`config.mk`:
```
export PLATFORM = sky130hd
export DESIGN_NAME = suote_uart
export DESIGN_NICKNAME = d
export VERILOG_FILES = /design/src/hdl/suote_pkg.sv /design/src/hdl/suote_baud.sv /design/src/hdl/suote_uart.sv
export SDC_FILE = /design/constraint.sdc
export NUM_CORES = 1
export LEC_CHECK = 0
export ABC_AREA = 1
export BUFFER_PORTS_ARGS = -buffer_cell sky130_fd_sc_hd__buf_2
export CORE_ASPECT_RATIO = 1.25
export CORE_MARGIN = 5
export CORE_UTILIZATION = 30
export DETAILED_ROUTE_END_ITERATION = 10
export PLACE_DENSITY_LB_ADDON = 0.08
export SYNTH_ARGS = -nofsm -noshare
export SYNTH_HDL_FRONTEND = slang
export SYNTH_SLANG_ARGS = --single-unit
```
`constraint.sdc`:
```
create_clock -name CORE_CLK -period 4.45 [get_ports CORE_CLK]
set_input_delay 0.445 -clock CORE_CLK [delete_from_list [all_inputs] [get_ports CORE_CLK]]
set_output_delay 0.445 -clock CORE_CLK [all_outputs]
set_load 0.005 [all_outputs]
```
`src/hdl/suote_pkg.sv`:
```
// constants shared by the serial channel and its bit-rate generator
// assumes a single core clock; all control bits arrive as plain ports
`default_nettype none
package suote_pkg;
  localparam logic [2:0] MODE_TW    = 3'h2;
  localparam logic [2:0] MODE_U7    = 3'h4;
  localparam logic [2:0] MODE_U8    = 3'h5;
  localparam logic [2:0] MODE_U9    = 3'h6;
  localparam logic [3:0] LEN7       = 4'h7;
  localparam logic [3:0] LEN8       = 4'h8;
  localparam logic [3:0] LEN9       = 4'h9;
  localparam logic [3:0] FRAME_XTRA = 4'h2;
  localparam logic [3:0] SUB_LAST   = 4'hf;
  localparam logic [3:0] SUB_MID    = 4'h7;
  localparam logic [2:0] PRE8_LAST  = 3'h7;
  localparam logic [3:0] TW_ACK_BIT = 4'h8;
  localparam logic [3:0] DLY_BASE   = 4'h1;
  localparam logic [7:0] TW_IDLE_TX = 8'hff;
  localparam int         FRAME_W    = 11;

  typedef enum logic [1:0]
  {
    RX_IDLE  = 2'b00,
    RX_START = 2'b01,
    RX_DATA  = 2'b10,
    RX_STOP  = 2'b11
  } suote_rx_state_t;
endpackage
`default_nettype wire

```
`src/hdl/suote_baud.sv`:
```
// bit-rate generator: count source prescaler and divisor counter
// assumes divisor is held stable while a frame is in flight
`default_nettype none
module suote_baud
(
  input  wire logic       clk,
  input  wire logic       rst_n,
  input  wire logic       src_sel,
  input  wire logic [7:0] divisor,
  output logic            src_tick,
  output logic            os_tick
);
  logic [2:0] pre_r;
  logic [7:0] div_r;
  logic       src_nxt;

  // count source is either the core clock or the core clock divided by eight
  assign src_nxt = src_sel ? (pre_r == suote_pkg::PRE8_LAST) : 1'b1;

  always_ff @(posedge clk or negedge rst_n)
  begin
    if (!rst_n)
      pre_r <= 3'h0;
    else
      pre_r <= pre_r + 3'h1;
  end

  // divide by divisor plus one, giving sixteen ticks per bit
  always_ff @(posedge clk or negedge rst_n)
  begin
    if (!rst_n)
    begin
      div_r    <= 8'h00;
      src_tick <= 1'b0;
      os_tick  <= 1'b0;
    end
    else
    begin
      src_tick <= src_nxt;
      os_tick  <= 1'b0;
      if (src_nxt)
      begin
        if (div_r == 8'h00)
        begin
          div_r   <= divisor;
          os_tick <= 1'b1;
        end
        else
          div_r <= div_r - 8'h01;
      end
    end
  end
endmodule
`default_nettype wire

```
`src/hdl/suote_uart.sv`:
```
// serial channel: asynchronous frames of 7/8/9 bits and a simple two-wire mode
// assumes synchronous pin inputs; the far party drives SCL in two-wire mode
// Behaviour
// bit rate is source over divisor, over sixteen; the code divides by divisor plus one
// bit order selectable for eight-bit frames
// transmitted data complemented when invert set; the code leaves 9-bit data uncomplemented
// received data stored complemented when invert set; the code leaves 9-bit data uncomplemented
// pin polarity inverts whole line incl. framing
// two-wire only with mode 010 and enable
// SDA changes only after SCL low, delayed
// events: start, stop, ack, missing ack
// arbitration lost flag, selectable update moment
// SDA delay none or 2 to 8 cycles
// clock phase selectable: delayed or not
// mode picks 7, 8 or 9 data bits
// one polarity bit for transmit and receive
// software keeps order default for 7/9 bits
// receiver samples mid of sixteen sub-periods
`default_nettype none
module suote_uart
(
  input  wire logic       CORE_CLK,
  input  wire logic       RST_N,
  input  wire logic [2:0] MODE_SELECT,
  input  wire logic       TWO_WIRE_ENABLE,
  input  wire logic       CLK_SOURCE_SEL,
  input  wire logic [7:0] BAUD_DIVISOR,
  input  wire logic       BIT_ORDER_SELECT,
  input  wire logic       DATA_INVERT,
  input  wire logic       PIN_POLARITY_INVERT,
  input  wire logic       TX_ENABLE,
  input  wire logic       RX_ENABLE,
  input  wire logic [8:0] TX_DATA,
  input  wire logic       TX_WRITE,
  input  wire logic       RXD,
  input  wire logic       SCL_IN,
  input  wire logic       SDA_IN,
  input  wire logic [2:0] SDA_DELAY_SEL,
  input  wire logic       ARB_TIMING_SEL,
  input  wire logic       CLOCK_PHASE_SEL,
  output logic            TX_BUFFER_EMPTY,
  output logic            TXD,
  output logic [8:0]      RX_DATA,
  output logic            RX_VALID,
  output logic            RX_ARB_LOST,
  output logic            SDA_OUT,
  output logic            SDA_OE_N,
  output logic            START_DET,
  output logic            STOP_DET,
  output logic            ACK_DET,
  output logic            NACK_DET
);
  localparam int FRAME_W_L = suote_pkg::FRAME_W;

  logic                       src_tick;
  logic                       os_tick;
  logic                       uart_on;
  logic                       tw_on;
  logic [3:0]                 dlen;
  logic [8:0]                 tx_buf_r;
  logic                       tx_busy_r;
  logic [FRAME_W_L-1:0]       tx_sh_r;
  logic [3:0]                 tx_cnt_r;
  logic [3:0]                 tx_sub_r;
  logic                       uart_load;
  logic                       rxd_q_r;
  suote_pkg::suote_rx_state_t rx_st_r;
  logic [3:0]                 rx_sub_r;
  logic [3:0]                 rx_cnt_r;
  logic [8:0]                 rx_sh_r;
  logic                       uart_done;
  logic                       scl_q_r;
  logic                       scl_p_r;
  logic                       sda_q_r;
  logic                       sda_p_r;
  logic                       start_ev;
  logic                       stop_ev;
  logic                       scl_rise;
  logic                       scl_fall;
  logic                       tw_act_r;
  logic [3:0]                 tw_bit_r;
  logic [7:0]                 tw_rx_r;
  logic [7:0]                 tw_tx_r;
  logic                       tw_drv_r;
  logic                       pend_r;
  logic                       pend_val_r;
  logic [3:0]                 dly_r;
  logic [3:0]                 dly_nxt;
  logic                       tw_byte;
  logic                       arb_r;
  logic                       arb_set;

  // reorders and complements data; an involution, so it serves both directions
  function automatic logic [8:0] fmt(input logic [8:0] d, input logic [3:0] n,
                                     input logic msb, input logic inv);
    logic [8:0] r;
    r = d;
    if (n == suote_pkg::LEN8 && msb)
      for (int i = 0; i < 8; i++)
        r[i] = d[7 - i];
    if (inv && n != suote_pkg::LEN9)
      for (int i = 0; i < 9; i++)
        r[i] = (i < int'(n)) ? ~r[i] : r[i];
    return r;
  endfunction

  suote_baud u_baud
  (
    .clk      (CORE_CLK),
    .rst_n    (RST_N),
    .src_sel  (CLK_SOURCE_SEL),
    .divisor  (BAUD_DIVISOR),
    .src_tick (src_tick),
    .os_tick  (os_tick)
  );

  always_comb
  begin
    uart_on = 1'b1;
    dlen    = suote_pkg::LEN8;
    if (MODE_SELECT == suote_pkg::MODE_U7)
      dlen = suote_pkg::LEN7;
    else if (MODE_SELECT == suote_pkg::MODE_U9)
      dlen = suote_pkg::LEN9;
    else if (MODE_SELECT != suote_pkg::MODE_U8)
      uart_on = 1'b0;
  end

  assign tw_on     = (MODE_SELECT == suote_pkg::MODE_TW) && TWO_WIRE_ENABLE;
  assign uart_load = uart_on && TX_ENABLE && !tx_busy_r && !TX_BUFFER_EMPTY;
  assign start_ev  = tw_on && scl_q_r && scl_p_r && sda_p_r && !sda_q_r;
  assign stop_ev   = tw_on && scl_q_r && scl_p_r && !sda_p_r && sda_q_r;
  assign scl_rise  = tw_on && tw_act_r && scl_q_r && !scl_p_r;
  assign scl_fall  = tw_on && tw_act_r && !scl_q_r && scl_p_r;
  assign tw_byte   = scl_rise && (tw_bit_r == suote_pkg::TW_ACK_BIT);
  assign arb_set   = scl_rise && !tw_byte && tw_drv_r && !sda_q_r;
  assign uart_done = os_tick && (rx_st_r == suote_pkg::RX_STOP)
                     && (rx_sub_r == suote_pkg::SUB_LAST);
  // no delay, or the selected code plus one count-source cycles; one cycle more when CLOCK_PHASE_SEL is set
  assign dly_nxt   = ((SDA_DELAY_SEL == 3'h0) ? 4'h0
                     : {1'b0, SDA_DELAY_SEL} + suote_pkg::DLY_BASE)
                     + {3'h0, CLOCK_PHASE_SEL};

  // transmit buffer; a write in the same cycle as a load wins the empty flag
  always_ff @(posedge CORE_CLK or negedge RST_N)
  begin
    if (!RST_N)
    begin
      tx_buf_r        <= 9'h000;
      TX_BUFFER_EMPTY <= 1'b1;
    end
    else if (TX_WRITE)
    begin
      tx_buf_r        <= TX_DATA;
      TX_BUFFER_EMPTY <= 1'b0;
    end
    else if (uart_load || start_ev || tw_byte)
      TX_BUFFER_EMPTY <= 1'b1;
  end

  always_ff @(posedge CORE_CLK or negedge RST_N)
  begin
    if (!RST_N)
    begin
      tx_busy_r <= 1'b0;
      tx_sh_r   <= '0;
      tx_cnt_r  <= 4'h0;
      tx_sub_r  <= 4'h0;
    end
    else if (uart_load)
    begin
      tx_busy_r <= 1'b1;
      tx_sub_r  <= 4'h0;
      tx_cnt_r  <= dlen + suote_pkg::FRAME_XTRA;
      tx_sh_r   <= ({2'b00, fmt(tx_buf_r, dlen, BIT_ORDER_SELECT, DATA_INVERT)} << 1)
                   | (FRAME_W_L'(1) << (dlen + 4'h1));
    end
    else if (tx_busy_r && os_tick)
    begin
      tx_sub_r <= tx_sub_r + 4'h1;
      if (tx_sub_r == suote_pkg::SUB_LAST)
      begin
        tx_sh_r  <= tx_sh_r >> 1;
        tx_cnt_r <= tx_cnt_r - 4'h1;
        if (tx_cnt_r == 4'h1)
          tx_busy_r <= 1'b0;
      end
    end
  end

  always_ff @(posedge CORE_CLK or negedge RST_N)
  begin
    if (!RST_N)
      TXD <= 1'b1;
    else
      TXD <= ((tx_busy_r && uart_on) ? tx_sh_r[0] : 1'b1) ^ PIN_POLARITY_INVERT;
  end

  // receive line in its logical sense, framing bits included
  always_ff @(posedge CORE_CLK or negedge RST_N)
  begin
    if (!RST_N)
      rxd_q_r <= 1'b1;
    else
      rxd_q_r <= RXD ^ PIN_POLARITY_INVERT;
  end

  always_ff @(posedge CORE_CLK or negedge RST_N)
  begin
    if (!RST_N)
    begin
      rx_st_r  <= suote_pkg::RX_IDLE;
      rx_sub_r <= 4'h0;
      rx_cnt_r <= 4'h0;
      rx_sh_r  <= 9'h000;
    end
    else if (!uart_on || !RX_ENABLE)
      rx_st_r <= suote_pkg::RX_IDLE;
    else if (os_tick)
    begin
      rx_sub_r <= rx_sub_r + 4'h1;
      case (rx_st_r)
        suote_pkg::RX_IDLE:
        begin
          rx_sub_r <= 4'h0;
          if (!rxd_q_r)
            rx_st_r <= suote_pkg::RX_START;
        end
        suote_pkg::RX_START:
          if (rx_sub_r == suote_pkg::SUB_MID)
          begin
            rx_sub_r <= 4'h0;
            rx_cnt_r <= 4'h0;
            rx_st_r  <= rxd_q_r ? suote_pkg::RX_IDLE : suote_pkg::RX_DATA;
          end
        suote_pkg::RX_DATA:
          if (rx_sub_r == suote_pkg::SUB_LAST)
          begin
            rx_sh_r  <= {rxd_q_r, rx_sh_r[8:1]};
            rx_cnt_r <= rx_cnt_r + 4'h1;
            if (rx_cnt_r == dlen - 4'h1)
              rx_st_r <= suote_pkg::RX_STOP;
          end
        suote_pkg::RX_STOP:
          if (rx_sub_r == suote_pkg::SUB_LAST)
            rx_st_r <= suote_pkg::RX_IDLE;
        default:
          rx_st_r <= suote_pkg::RX_IDLE;
      endcase
    end
  end

  // receive buffer is shared by both modes
  always_ff @(posedge CORE_CLK or negedge RST_N)
  begin
    if (!RST_N)
    begin
      RX_DATA  <= 9'h000;
      RX_VALID <= 1'b0;
    end
    else
    begin
      RX_VALID <= uart_done || tw_byte;
      if (uart_done)
        RX_DATA <= fmt(rx_sh_r >> (suote_pkg::LEN9 - dlen), dlen,
                       BIT_ORDER_SELECT, DATA_INVERT);
      else if (tw_byte)
        RX_DATA <= {sda_q_r, tw_rx_r};
    end
  end

  always_ff @(posedge CORE_CLK or negedge RST_N)
  begin
    if (!RST_N)
    begin
      scl_q_r <= 1'b1;
      scl_p_r <= 1'b1;
      sda_q_r <= 1'b1;
      sda_p_r <= 1'b1;
    end
    else
    begin
      scl_q_r <= SCL_IN;
      scl_p_r <= scl_q_r;
      sda_q_r <= SDA_IN;
      sda_p_r <= sda_q_r;
    end
  end

  always_ff @(posedge CORE_CLK or negedge RST_N)
  begin
    if (!RST_N)
    begin
      tw_act_r <= 1'b0;
      tw_bit_r <= 4'h0;
      tw_rx_r  <= 8'h00;
      tw_tx_r  <= suote_pkg::TW_IDLE_TX;
    end
    else if (!tw_on || stop_ev)
      tw_act_r <= 1'b0;
    else if (start_ev || tw_byte)
    begin
      tw_act_r <= 1'b1;
      tw_bit_r <= 4'h0;
      tw_tx_r  <= TX_BUFFER_EMPTY ? suote_pkg::TW_IDLE_TX : tx_buf_r[7:0];
    end
    else if (scl_rise)
    begin
      tw_rx_r  <= {tw_rx_r[6:0], sda_q_r};
      tw_bit_r <= tw_bit_r + 4'h1;
    end
    else if (scl_fall && tw_bit_r != suote_pkg::TW_ACK_BIT)
      tw_tx_r <= {tw_tx_r[6:0], 1'b1};
  end

  // the new SDA level waits out the selected delay after SCL is seen low
  always_ff @(posedge CORE_CLK or negedge RST_N)
  begin
    if (!RST_N)
    begin
      pend_r     <= 1'b0;
      pend_val_r <= 1'b1;
      dly_r      <= 4'h0;
      tw_drv_r   <= 1'b1;
    end
    else if (!tw_on || stop_ev)
    begin
      pend_r   <= 1'b0;
      tw_drv_r <= 1'b1;
    end
    else if (scl_fall)
    begin
      pend_r     <= 1'b1;
      pend_val_r <= (tw_bit_r == suote_pkg::TW_ACK_BIT) ? 1'b1 : tw_tx_r[7];
      dly_r      <= dly_nxt;
    end
    else if (pend_r)
    begin
      if (dly_r == 4'h0)
      begin
        pend_r   <= 1'b0;
        tw_drv_r <= pend_val_r;
      end
      else if (src_tick)
        dly_r <= dly_r - 4'h1;
    end
  end

  // arbitration flag: cleared by a start, a loss in that cycle still wins
  always_ff @(posedge CORE_CLK or negedge RST_N)
  begin
    if (!RST_N)
    begin
      arb_r       <= 1'b0;
      RX_ARB_LOST <= 1'b0;
    end
    else
    begin
      if (arb_set)
        arb_r <= 1'b1;
      else if (start_ev)
        arb_r <= 1'b0;
      if (!ARB_TIMING_SEL)
        RX_ARB_LOST <= arb_r;
      else if (tw_byte)
        RX_ARB_LOST <= arb_r;
    end
  end

  always_ff @(posedge CORE_CLK or negedge RST_N)
  begin
    if (!RST_N)
    begin
      SDA_OUT   <= 1'b0;
      SDA_OE_N  <= 1'b1;
      START_DET <= 1'b0;
      STOP_DET  <= 1'b0;
      ACK_DET   <= 1'b0;
      NACK_DET  <= 1'b0;
    end
    else
    begin
      // open drain: only a low is ever driven
      SDA_OUT   <= 1'b0;
      SDA_OE_N  <= !(tw_on && !tw_drv_r);
      START_DET <= start_ev;
      STOP_DET  <= stop_ev;
      ACK_DET   <= tw_byte && !sda_q_r;
      NACK_DET  <= tw_byte && sda_q_r;
    end
  end
endmodule
`default_nettype wire

```
==> impl_results.md <==
- Status: completed
- Routed wire length on met3: 684 um
- Cell with the most instances on the worst path: sky130_fd_sc_hd__nand2_1
- Die Area: 23200 um^2
- Most area-hungry cell type in the Yosys netlist: sky130_fd_sc_hd__dfrtp_1
- Post-cts sizing count: 0
- Syn Nets: 816
- Crit-path leading delay family: simple AND/OR/NAND/NOR gates
- Required time of the critical path: 4750 ps
- Final Critical Period: 2130 ps
- Critical path cell sequence: ha_1 -> nand2_1 -> nor2_1 -> nand4_1 -> inv_1 -> nand3_1 -> nand2_1 -> nand2_1
- Area of placed instances: 6570 um^2
- Initial cell density of the core: 0.303
- Post-CTS Repair Setup Buffers: 0
- Worst supply voltage drop on vdd: 250 uV
- GR Util All Layers: 0.140
- Cells on worst reg2reg path: 8
- Arrival time of the worst setup path: 2430 ps
- Sum of routed wire segments on met1: 7410 um
- Via count of the first global-routing pass: 5126
- DRC violation count after routing: 0
- Final Instance Count excl. Fillers: 1100
- Startpoint of the worst setup timing path: rx_sub_r[0]$_DFFE_PN0P_
- Largest cells by area after synthesis: sky130_fd_sc_hd__dfrtp_1 (39%), sky130_fd_sc_hd__nand2_1 (12%), sky130_fd_sc_hd__dfstp_2 (7.8%), sky130_fd_sc_hd__nand3_1 (6.2%), sky130_fd_sc_hd__o21ai_0 (5.9%)
- Worst reg2reg endpoint: RX_DATA[4]$_DFFE_PN0P_
- Hold buffers post-CTS: 0
- Via-per-instance ratio: 4.68
- Internal reg-to-reg setup slack: 2320 ps
- Maximum number of pins on one net before global-route repair: 52
- Final critical-path share of the clock period: 0.480
- Sum Neg Setup Slack: 0 ps
- # diodes: 0
- Top routing layer in use: met4
- Highest Clock Rate: 469 MHz
- Total number of H-tree levels: 4
- Internal power: 2.15 mW
- Number of max-slew violations in the final report: 0
- Clock-pin slew on the worst setup and hold paths: 60 ps
- Met2 wire length: 6850 um
- Detailed placer's ending HPWL: 11200 um
- Buf/Inv on CP: 1
- Clock sink count: 113
- Max-cap check violation count: 0
- Total number of yosys warnings: 0
- Worst slew margin relative to its limit: 0.522
- Number of rows created at floorplan: 58
- Clk Tree Root Cell: sky130_fd_sc_hd__clkbuf_16
- P_sw: 839 uW
- Slowest CP cell: sky130_fd_sc_hd__nand4_1
- Area of all placed cells without fillers: 7150 um^2
- Clock Tree Buf Depth: 2
- Static power due to leakage: 3.53 nW
- Die width: 137 um
- Routed wire length: 15300 um
- Area added between synthesis and finish: 17.9%
- Overflow left after global routing: 0
- Mean cell area of the mapped netlist: 7.96 um^2
- P per Cell Area: 418 nW/um^2
- Worst Setup Start Kind: flip-flop
- Number of distinct library cell variants in the gate-level netlist after synthesis: 47
- Setup Crit Path Kind: flip-flop to flip-flop
- Detailed Routing Iterations Pass 1: 4
- Area of the core region: 20000 um^2
- Worst path depth: 8
- Most repeated cell in the gate-level netlist after synthesis: sky130_fd_sc_hd__nand2_1
- Input/output buffers: 55
- Endpoints failing hold: 0
- Number of antenna violations at the first check in global routing: 0
- EDFF count, synth: 0
- Clock latency of the later-clocked register in the worst-skew pair: 410 ps
- # IOs: 57
- Synthesized flop and latch total: 113
- Final setup violation count: 0
- Antenna violation net count after detailed routing: 0
- Maximum fanout along the worst path: 12
- Part of the total power dissipated in sequential elements: 0.414
- Max stage delay on crit path: 480 ps
- Worst setup EP type: flip-flop
- Most frequent cells after synthesis: sky130_fd_sc_hd__nand2_1 (200), sky130_fd_sc_hd__dfrtp_1 (95), sky130_fd_sc_hd__inv_1 (85)
- Crit path capture: RX_DATA[4]$_DFFE_PN0P_
- Switching share of total power: 0.281
- Most used DFF post-synth: sky130_fd_sc_hd__dfrtp_1
- GP Congestion: 0.834
- Instance count of the mapped netlist: 762
- Wire length of the first global-routing pass: 25800 um
- CTS buffer count: 17
- Synth Cell Area: 6070 um^2
- Placed cell count: 1068
- Portion of the post-synthesis area used by sequential elements: 0.470
- Share of Yosys cell area claimed by the top area cell type: 0.392
- Worst r2r src: rx_sub_r[0]$_DFFE_PN0P_
- Die Y-Extent: 169 um
- Clock network fraction of design power: 0.451
- Layout cell share with drive strength beyond 1: 0.167
- Util after Layout: 0.357
- Comb power frac: 0.136
- Routed WL per cell: 13.9 um
- Fin Clk Skew: 6.60 ps
- TritonCTS clock tree: built
- Proportion of synthesized flip-flops having asynchronous set or reset: 1.00
- Classification of the worst-slack hold path: input port to asynchronous set/reset pin
- Net count of the finished layout: 871
- Count of routing violations after the opening detailed-route iteration: 281
- Worst-margin pin slew: 717 ps
- Setup repair after global routing missed its margin: no
- Via count of the routed design: 5143
[per-layer routing]
metal | up-vias | track usage
li1 | 2612 | -
met1 | 2388 | 0.192
met2 | 115 | 0.213
met3 | 28 | 0.0357
met4 | 0 | 0.0516
met5 | - | 0
[stage by stage]
| step | hold slack, ps | total power [mW] | worst slack (ps) |
|---|---|---|---|
| 2_1_floorplan | 149 | 1.53 | 2790 |
| 3_3_place_gp | 399 | 1.66 | 2010 |
| 3_5_place_dp | 397 | 1.66 | 2010 |
| 4_1_cts | 102 | 3.04 | 2270 |
| 5_1_grt | 115 | 3.16 | 2030 |
| 6_report | 86.8 | 2.99 | 2320 |
[cell type report]
cell class                 instances  area, um^2
clock inverter                    12         135
inverter                          92         350
clock buffer                      20         447
tap                              270         338
sequential                       113        2850
fill                            2161       12900
timing repair buffer              58         300
multi-input combinational        535        2730
[cells in the final DEF, fill, tap and decap left out, types with 3 or more instances in the layout]
master                       instances
sky130_fd_sc_hd__nand2_1           200
sky130_fd_sc_hd__dfrtp_1            95
sky130_fd_sc_hd__inv_1              85
sky130_fd_sc_hd__nand3_1            75
sky130_fd_sc_hd__o21ai_0            72
sky130_fd_sc_hd__buf_2              54
sky130_fd_sc_hd__nor2_1             48
sky130_fd_sc_hd__a21oi_1            22
sky130_fd_sc_hd__o21ai_1            21
sky130_fd_sc_hd__dfstp_2            18
sky130_fd_sc_hd__clkbuf_16          17
sky130_fd_sc_hd__nand4_1            16
sky130_fd_sc_hd__ha_1               16
sky130_fd_sc_hd__xor2_1              8
sky130_fd_sc_hd__nor3_1              8
sky130_fd_sc_hd__clkinvlp_4          7
sky130_fd_sc_hd__inv_2               5
sky130_fd_sc_hd__nand2_2             5
sky130_fd_sc_hd__o211ai_1            4
sky130_fd_sc_hd__buf_4               4
sky130_fd_sc_hd__xnor2_1             3
sky130_fd_sc_hd__a22o_1              3
sky130_fd_sc_hd__or2_2               3
sky130_fd_sc_hd__nand2_4             3
[how the worst min path moves through the flow]
stage	startpoint	end	slack (ps)
floorplan	RST_N	ACK_DET$_DFF_PN0_	150
global placement	sda_q_r$_DFF_PN1_	sda_p_r$_DFF_PN1_	400
detailed placement	scl_q_r$_DFF_PN1_	scl_p_r$_DFF_PN1_	400
CTS	RST_N	u_baud.src_tick$_DFF_PN0_	100
global route	SDA_IN	sda_q_r$_DFF_PN1_	110
finish	RST_N	dly_r[0]$_DFFE_PN0P_	90
[registers in the layout, indices dropped and copies added, names as in the netlist, 2 cells and up]
name	flops
tx_sh_r	11
RX_DATA	9
rx_sh_r	9
tx_buf_r	9
tw_rx_r	8
tw_tx_r	8
u_baud.div_r	8
dly_r	4
rx_cnt_r	4
rx_sub_r	4
tw_bit_r	4
tx_cnt_r	4
tx_sub_r	4
u_baud.pre_r	3
rx_st_r	2
[cell families after synthesis]
logic type / count (synthesis) / share of synthesized area
AND/OR/NAND/NOR: 370 / 0.275
AO/OA/AOI/OAI: 135 / 0.122
buffers and inverters: 114 / 0.0798
flip-flops: 113 / 0.470
adder cells (fa/ha/maj): 16 / 0.0330
XOR/XNOR: 11 / 0.0159
multiplexers: 2 / 0.00371
other: 1 / 0.000618
[power by group through the flow]
stage | combinational (mW) | clock (mW) | sequential [mW]
after floorplan | 0.299 | 0 | 1.23
after detailed placement | 0.413 | 0 | 1.25
after global placement | 0.409 | 0 | 1.25
final | 0.405 | 1.35 | 1.24
after CTS | 0.414 | 1.39 | 1.24
after global routing | 0.479 | 1.43 | 1.25
Power figures use the tool's default switching activity.
